$ cat config.mk
export PLATFORM = sky130hd
export DESIGN_NAME = ldo_config_control
export DESIGN_NICKNAME = d
export VERILOG_FILES = /design/src/rtl/ldo_config_control.v
export VERILOG_INCLUDE_DIRS = /design/src /design/src/inc
export SDC_FILE = /design/constraint.sdc
export NUM_CORES = 1
export LEC_CHECK = 0
export ABC_AREA = 1
export BUFFER_PORTS_ARGS = -buffer_cell sky130_fd_sc_hd__buf_2
export CELL_PAD_IN_SITES_DETAIL_PLACEMENT = 1
export CELL_PAD_IN_SITES_GLOBAL_PLACEMENT = 1
export CORE_ASPECT_RATIO = 1.5
export CORE_MARGIN = 2
export CORE_UTILIZATION = 26
export DETAILED_ROUTE_END_ITERATION = 8
export HOLD_SLACK_MARGIN = 0.15
export PLACE_DENSITY_LB_ADDON = 0.3
export SETUP_SLACK_MARGIN = 0.4
export SLEW_MARGIN = 10
export SYNTH_ARGS = -nofsm -noshare
export SYNTH_HDL_FRONTEND = slang
export SYNTH_SLANG_ARGS = --single-unit
$ cat constraint.sdc
create_clock -name ref_clk -period 2.9 [get_ports ref_clk]
set_input_delay 0.145 -clock ref_clk [delete_from_list [all_inputs] [get_ports ref_clk]]
set_output_delay 0.145 -clock ref_clk [all_outputs]
set_load 0.03 [all_outputs]
$ cat src/inc/ldo_cfg_defs.vh
`ifndef LDO_CFG_DEFS_VH
`define LDO_CFG_DEFS_VH

// Regulator count and code widths
`define NUM_LDO 10
`define VCODE_W 6
`define TCODE_W 7
`define TCODE_MAX 7'h47
// Index of the narrow-range regulators and of the paired pair
`define NARROW_A 3
`define NARROW_B 4
`define LDO_EIGHT 8
`define LDO_NINE 9
// Codes in millivolts: wide 1000 + 50*n, narrow 1000 + 25*n (max 19)
`define WIDE_BASE_MV 12'h3E8
`define WIDE_STEP_MV 12'h032
`define WIDE_MAX_CODE 6'h2F
`define NARROW_BASE_MV 12'h3E8
`define NARROW_STEP_MV 12'h019
`define NARROW_MAX_CODE 6'h13
// Tracking code in units of 0.1 mV: 6000 + 125*n
`define TRK_BASE_DMV 16'h1770
`define TRK_STEP_DMV 16'h007D
// Values of a bit in the per-regulator select vectors
`define SRC_SEQ 1'b0
`define SRC_PIN 1'b1

`endif

$ cat src/rtl/ldo_config_control.v
// Functional notes
// - Regulators 0-2,5-9 map code to 1V..3.35V
// - Regulators 3,4 map code to 1V..1.475V
// - Select bit 1 uses pin, else sequencer/software
// - Pin choice 0 picks input a, 1 b
// - Pin choice ignored unless select bit set
// - Regulator nine copies eight until software writes
// - Tracking active only with enable and power-good
// - Tracking code 0.6V plus 12.5mV steps to 71
// - Short-circuit status follows over-current, no latch
`timescale 1ns/1ns
`include "ldo_cfg_defs.vh"

module ldo_config_control (
    input wire ref_clk,
    input wire rstn,
    input wire [`NUM_LDO*`VCODE_W-1:0] regulator_voltage_code,
    input wire nine_code_write,
    input wire [`NUM_LDO-1:0] pin_enable_select,
    input wire [`NUM_LDO-1:0] pin_choice,
    input wire power_enable_input_a,
    input wire power_enable_input_b,
    input wire [`NUM_LDO-1:0] software_on_bits,
    input wire [`NUM_LDO-1:0] sequencer_on,
    input wire off_state_start,
    input wire [`TCODE_W-1:0] tracking_voltage_code,
    input wire tracking_enable,
    input wire tracking_source_select,
    input wire [`TCODE_W-1:0] cpu_converter_code,
    input wire [`TCODE_W-1:0] soc_converter_code,
    input wire cpu_converter_pgood,
    input wire soc_converter_pgood,
    input wire [`NUM_LDO:0] over_current,
    output reg [`NUM_LDO-1:0] regulator_on_r,
    output reg [`NUM_LDO*12-1:0] regulator_target_mv_r,
    output reg [`TCODE_W-1:0] tracking_code_r,
    output reg [15:0] tracking_target_dmv_r,
    output reg tracking_active_r,
    output reg [`NUM_LDO:0] short_circuit_status_r
);

// ----------------------------------------------------------------
// Code conversion
// ----------------------------------------------------------------
function [11:0] ldo_mv;
    input [`VCODE_W-1:0] code;
    input narrow;
    reg [`VCODE_W-1:0] c;
    begin
        if (narrow) begin
            c = (code > `NARROW_MAX_CODE) ? `NARROW_MAX_CODE : code;
            ldo_mv = `NARROW_BASE_MV + c * `NARROW_STEP_MV;
        end else begin
            c = (code > `WIDE_MAX_CODE) ? `WIDE_MAX_CODE : code;
            ldo_mv = `WIDE_BASE_MV + c * `WIDE_STEP_MV;
        end
    end
endfunction

function [15:0] trk_dmv;
    input [`TCODE_W-1:0] code;
    begin
        trk_dmv = `TRK_BASE_DMV + code * `TRK_STEP_DMV;
    end
endfunction

function [`TCODE_W-1:0] trk_clamp;
    input [`TCODE_W-1:0] code;
    begin
        trk_clamp = (code > `TCODE_MAX) ? `TCODE_MAX : code;
    end
endfunction

function pin_level_of;
    input choice;
    input level_a;
    input level_b;
    begin
        // Choice only matters when the pin source is selected
        pin_level_of = choice ? level_b : level_a;
    end
endfunction

function enable_of;
    input select;
    input choice;
    input level_a;
    input level_b;
    input seq_on;
    input sw_on;
    begin
        if (select == `SRC_PIN)
            enable_of = pin_level_of(choice, level_a, level_b);
        else
            enable_of = seq_on | sw_on;
    end
endfunction

function is_narrow;
    input integer idx;
    begin
        is_narrow = (idx == `NARROW_A) || (idx == `NARROW_B);
    end
endfunction

// ----------------------------------------------------------------
// Regulator nine follows eight after a cold start
// ----------------------------------------------------------------
reg nine_own_r;
reg nine_own_nxt;

always @* begin
    nine_own_nxt = nine_own_r;
    if (off_state_start)
        nine_own_nxt = 1'b0;
    if (nine_code_write)
        nine_own_nxt = 1'b1;
end

always @(posedge ref_clk or negedge rstn) begin
    if (!rstn)
        nine_own_r <= 1'b0;
    else
        nine_own_r <= nine_own_nxt;
end

// ----------------------------------------------------------------
// Enable source
// ----------------------------------------------------------------
reg [`NUM_LDO-1:0] on_nxt;
integer i;

always @* begin
    on_nxt = {`NUM_LDO{1'b0}};
    for (i = 0; i < `NUM_LDO; i = i + 1) begin
        on_nxt[i] = enable_of(pin_enable_select[i], pin_choice[i],
                              power_enable_input_a, power_enable_input_b,
                              sequencer_on[i],
                              software_on_bits[i]);
    end
end

// ----------------------------------------------------------------
// Voltage targets
// ----------------------------------------------------------------
reg [`NUM_LDO*12-1:0] mv_nxt;
reg [`VCODE_W-1:0] code_sel;
integer j;

always @* begin
    mv_nxt = {`NUM_LDO*12{1'b0}};
    code_sel = {`VCODE_W{1'b0}};
    for (j = 0; j < `NUM_LDO; j = j + 1) begin
        code_sel = regulator_voltage_code[j*`VCODE_W +: `VCODE_W];
        if (j == `LDO_NINE && !nine_own_r)
            code_sel = regulator_voltage_code[`LDO_EIGHT*`VCODE_W +:
                                              `VCODE_W];
        mv_nxt[j*12 +: 12] = ldo_mv(code_sel, is_narrow(j));
    end
end

// ----------------------------------------------------------------
// Tracking regulator
// ----------------------------------------------------------------
reg trk_pgood;
reg trk_act;
reg [`TCODE_W-1:0] conv_code;
reg [`TCODE_W-1:0] trk_code_nxt;
reg [15:0] trk_dmv_nxt;

always @* begin
    trk_pgood = tracking_source_select ? soc_converter_pgood
                                       : cpu_converter_pgood;
    trk_act = tracking_enable & trk_pgood;
    conv_code = tracking_source_select ? soc_converter_code
                                       : cpu_converter_code;
    // An in-range converter code passes unchanged: no offset is added
    if (trk_act)
        trk_code_nxt = trk_clamp(conv_code);
    else
        trk_code_nxt = trk_clamp(tracking_voltage_code);
    trk_dmv_nxt = trk_dmv(trk_code_nxt);
end

// ----------------------------------------------------------------
// Enable and voltage registers
// ----------------------------------------------------------------
always @(posedge ref_clk or negedge rstn) begin
    if (!rstn) begin
        regulator_on_r <= {`NUM_LDO{1'b0}};
        regulator_target_mv_r <= {`NUM_LDO*12{1'b0}};
    end else begin
        regulator_on_r <= on_nxt;
        regulator_target_mv_r <= mv_nxt;
    end
end

// ----------------------------------------------------------------
// Tracking registers
// ----------------------------------------------------------------
always @(posedge ref_clk or negedge rstn) begin
    if (!rstn) begin
        tracking_code_r <= {`TCODE_W{1'b0}};
        tracking_target_dmv_r <= 16'h0000;
        tracking_active_r <= 1'b0;
    end else begin
        tracking_code_r <= trk_code_nxt;
        tracking_target_dmv_r <= trk_dmv_nxt;
        tracking_active_r <= trk_act;
    end
end

// ----------------------------------------------------------------
// Short-circuit status
// ----------------------------------------------------------------
// A fresh copy every cycle, so a bit clears itself when the fault ends
always @(posedge ref_clk or negedge rstn) begin
    if (!rstn)
        short_circuit_status_r <= {(`NUM_LDO+1){1'b0}};
    else
        short_circuit_status_r <= over_current;
end

endmodule

After elaboration in Yosys (flattened, before gate mapping) --
Cells that the tools add are included.
Cells by class: add/sub/neg operators 11, $mul 11, order comparisons 12, multiplexer cells 38, bitwise gates (word level) 11, reductions and logical operators 1
Operator list (count):
- $mul A6 B5 Y11 const B | 10
- $add A10 B12 Y12 const A | 8
- $mux W6 | 11
- $gt A6 B6 Y1 const B | 8
- $mux W7 | 4
- $add A10 B11 Y12 const A | 2
- $mux W1 | 23
- $add A13 B14 Y15 const A | 1
- $gt A7 B7 Y1 const B | 2
- $mul A7 B7 Y14 const B | 1
- $gt A6 B5 Y1 const B | 2
- $or A1 B1 Y1 | 10
- $reduce_bool A2 Y1 | 1
- $and A1 B1 Y1 | 1
Word-level totals: register bits after elaboration 165, input bits 142, output and inout bits 165, word-level logic and storage cells 91

Longest topological paths before layout --
word-level depth 6, depth in mapped cells 25, depth with buffers taken out 24

Worst setup path after synthesis --
No wires, ideal clock.
path kind input port to flip-flop, start point in tracking_source_select, end point reg tracking_target_dmv_r[12], arrival time 4088 ps, required time 2776 ps, slack -1311 ps, cell stages on the path 22, path buffers 1, cells stage by stage buf_6 -> inv_4 -> nand2_2 -> nand2_2 -> nand2_4 -> inv_4 -> nand3_2 -> o22ai_1 -> inv_1 -> fa_1 -> inv_1 -> fa_1 -> fa_1 -> inv_1 -> fa_1 -> inv_1 -> ha_1 -> a21oi_1 -> nand2_1 -> nand4_1 -> nand2_1 -> xor2_1
RTL lines:
- from (decl) | line ldo_config_control.v:28 | input wire tracking_source_select,
- $mux W1 | line ldo_config_control.v:172 | trk_pgood = tracking_source_select ? soc_converter_pgood
- $and A1 B1 Y1 | line ldo_config_control.v:174 | trk_act = tracking_enable & trk_pgood;
- via trk_act | line ldo_config_control.v:166 | reg trk_act;
- $mux W7 | line ldo_config_control.v:178 | if (trk_act)
- via trk_code_nxt[3] | line ldo_config_control.v:168 | reg [`TCODE_W-1:0] trk_code_nxt;
- $mul A7 B7 Y14 (no line)
- $add A13 B14 Y15 (no line)
- via trk_dmv_nxt[12] | line ldo_config_control.v:169 | reg [15:0] trk_dmv_nxt;
- to (signal assigned) | line ldo_config_control.v:208 | tracking_target_dmv_r <= trk_dmv_nxt;
- to (decl) | line ldo_config_control.v:37 | output reg [15:0] tracking_target_dmv_r,
The timed path passes the listed nets, and every way through them passes these cells. A chain may end at the register's enable or synchronous reset.

Final worst setup path --
start point in tracking_source_select, end point reg tracking_target_dmv_r[14]
Same word-level chain as after synthesis.

==> metrics.csv <==
stage,metric,value,unit
worst_hold_path,hold_path_class,in2reg,
finish,syn2layout_area_growth,44.16,%
drt,first_pass_iters,4,
drt,wl_per_cell,14.18,um
sta,tns,-5.036,ns
grt,grt-ovfl-total,0,
pwr,vdd_drop_max,0.0004139,V
sta,report.final.slew_viol_count,0,
cts,clk_latency,0.45,ns
grt,grt_use_total,0.1478,
drt,dr.first_iter.drc_count,205,
worst_setup_path,crit_required,3.27,ns
synthesis,syn-cell-area,0.01196,mm^2
sta,tightest_slew,0.6722,ns
place,portBuffers,297,
floorplanning,die_area,0.04778,mm^2
drt,drt-total-wl,34920,um
grt,grt_pass1_wl,55910,um
synthesis,avgSynthCellArea,8.746,um^2
drt,viasPerCell,4.367,
finish,postLayoutCellArea,0.01725,mm^2
synthesis,synth_edf_count,0,
synthesis,ys_ff_latch,155,
finish,drive_above_1_share,0.3485,
sta,fin_ws,-0.5627,ns
sta,fin_crit_sh,1.194,
sta,post-route-min-period,3.463,ns
flow_run,drv.max_cap_violation_count,0,
synthesis,synth.area.top_cells,"dfrtp_1 32%, ha_1 25%, nand2_1 9.5%, inv_1 6.9%, fa_1 5.0%",
sta,holdWs,0.1844,ns
drt,antenna_left,0,
drt,routed-via-count,10750,
worst_setup_path,cp_max_fo,5,
floorplanning,core,0.04564,mm^2
sta,fmax,288.8,MHz
cts,cts_tree,done,
cts,clockRootBuffer,clkbuf_16,
synthesis,syn_inst,1368,
cts,numCtsBuffers,17,
synthesis,ys_seq_area_frac,0.3242,
worst_setup_path,crit_path_end_kind,register,
drt,drc_errors,0,
place,dpl.hpwl,28360,um
finish,final_nets,2271,
finish,final_cell_mix,"294 x buf_2, 270 x nand2_1, 206 x ha_1",
pwr,p_leak,9.188,nW
pwr,p_per_area,803.4,mW/mm^2
cts,cts_num_sinks,155,
place,gp_congestion,0.8123,
finish,finish.utilization,0.3779,
floorplanning,die_width,179.2,um
synthesis,synth_top_area_frac,0.3242,
cts,htree_levels,4,
place,pre_cts_slack,-1.181,ns
grt,grt_start_max_net_pins,67,
floorplanning,num_rows,96,
floorplanning,start_util,0.2621,
place,placed_area,0.01517,mm^2
sta,hold_violations,0,
worst_setup_path,cp.arrival,3.83,ns
synthesis,synth_top_area_cell,dfrtp_1,
finish,layout.cells.most_common,buf_2,
synthesis,synthArstFlopShare,1.000,
floorplanning,fp.dieH,266.7,um
finish,nFillCells,5408,
cts,clockBufferDepth,2,
sta,setup_viol,16,
grt,antenna_found_initial,3,
run_status,violations,setup timing,
run_status,outcome,"finished, violations left",
worst_setup_path,path_class,in2reg,
synthesis,yosysUniqueCellTypes,41,
synthesis,synth-main-ff-cell,dfrtp_1,
sta,relSlewSlack,0.5519,
floorplanning,io-pin-count,307,
worst_setup_path,start_kind,input pin,
grt,grt_pass1_vias,11820,
sta,rsz0062_at_grt,yes,
sta,fin_worst_skew,0.005264,ns
synthesis,yosys_warnings,0,
cts,clkSlewWorstSetupHoldPaths,0.07,ns
## through the flow
stage	std cells	total power, mW
floorplan	1377	8.185
global placement	2339	10.58
detailed placement	2339	10.72
CTS	2450	13.70
global route	2462	15.05
finish	2462	13.86
## kinds of logic after synthesis
| family | Yosys count | synth area share |
|---|---|---|
| simple gates | 503 | 0.1829 |
| fa+ha+maj | 271 | 0.3022 |
| buf+inv | 252 | 0.08419 |
| flops | 155 | 0.3242 |
| compound gates | 118 | 0.05605 |
| xor+xnor | 66 | 0.04894 |
| other cells | 2 | 0.0006277 |
| mux | 1 | 0.0008367 |
## layout make-up
type / count / area [um^2] / area share
Timing Repair Buffer: 483 / 3109 / 0.1803
Tap cell: 588 / 735.7 / 0.04266
Antenna cell: 3 / 7.507 / 0.0004353
Clock buffer: 17 / 425.4 / 0.02466
Inverter: 231 / 885.9 / 0.05136
Sequential cell: 155 / 3880 / 0.2250
Multi-Input combinational cell: 970 / 8026 / 0.4654
Clock inverter: 15 / 177.7 / 0.01030
## worst paths after layout
kind / cells after the start / to / slack, ns / startpoint
max: 21 / tracking_target_dmv_r[14] / -0.56 / tracking_source_select
min: 5 / regulator_target_mv_r[66] / 0.18 / regulator_voltage_code[32]
max reg2reg: 19 / regulator_target_mv_r[119] / -0.17 / nine_own_r
min reg2reg: 5 / regulator_target_mv_r[112] / 1.12 / nine_own_r
max in group asynchronous: 3 / regulator_target_mv_r[42] / 1.67 / rstn
min in group asynchronous: 2 / regulator_target_mv_r[59] / 0.25 / rstn
## registers in the layout, summed over array words and instances, names as in the netlist
signal and count:
regulator_target_mv_r 112, tracking_code_r 5, nine_own_r 1, tracking_active_r 1, tracking_target_dmv_r 15, regulator_on_r 10
short_circuit_status_r 11
## cells in the mapped netlist, drive strengths merged, types with 2 or more instances
cell    count
nand2     318
ha        241
inv       230
dfrtp     155
nand3      69
nor2       68
a21oi      57
xor2       38
o21ai      35
fa         30
xnor2      28
nand3b     14
buf        13
nand4      13
or2        12
o21bai     11
clkbuf      8
nor3b       7
a31oi       3
o211ai      3
o22ai       3
conb        2
nor3        2
o21a        2
o31ai       2
## layer usage
layer / up-vias / track usage / part of all wire / routed length (um)
met1: 5165 / 0.1468 / 0.36 / 12620
met3: 48 / 0.02593 / 0.042 / 1450
met5: - / 0 / 0 / 0
met4: 0 / 0.06299 / 0.026 / 920
met2: 196 / 0.2927 / 0.57 / 19930
li1: 5343 / - / - / -
## power by group
part	leakage, nW	total (mW)	internal [mW]	switching (mW)
logic	7.10	8.52	3.48	5.04
clock network	0.293	2.37	1.30	1.07
registers	1.80	2.97	2.81	0.160
## critical path: stages
cell	delay (ns)
buf_12	0.11
nand2_1	0.10
nand2_4	0.07
nand2_4	0.09
inv_6	0.05
buf_4	0.13
a31oi_4	0.13
inv_2	0.06
fa_1	0.51
inv_2	0.04
fa_1	0.45
fa_1	0.49
inv_1	0.05
fa_1	0.49
inv_2	0.05
ha_4	0.29
nand2_1	0.06
nor2_1	0.14
nand3_1	0.12
nand3_2	0.10
xor2_1	0.14
## repair_timing
action                                  4_1_cts  5_1_grt
hold endpoints to repair                    119        0
hold buffers                                 64        0
setup buffers                                15        9
resized for setup                            55       72
pin swaps                                    39       45
endpoints found under the setup margin       18       32
Power figures use the tool's default switching activity.
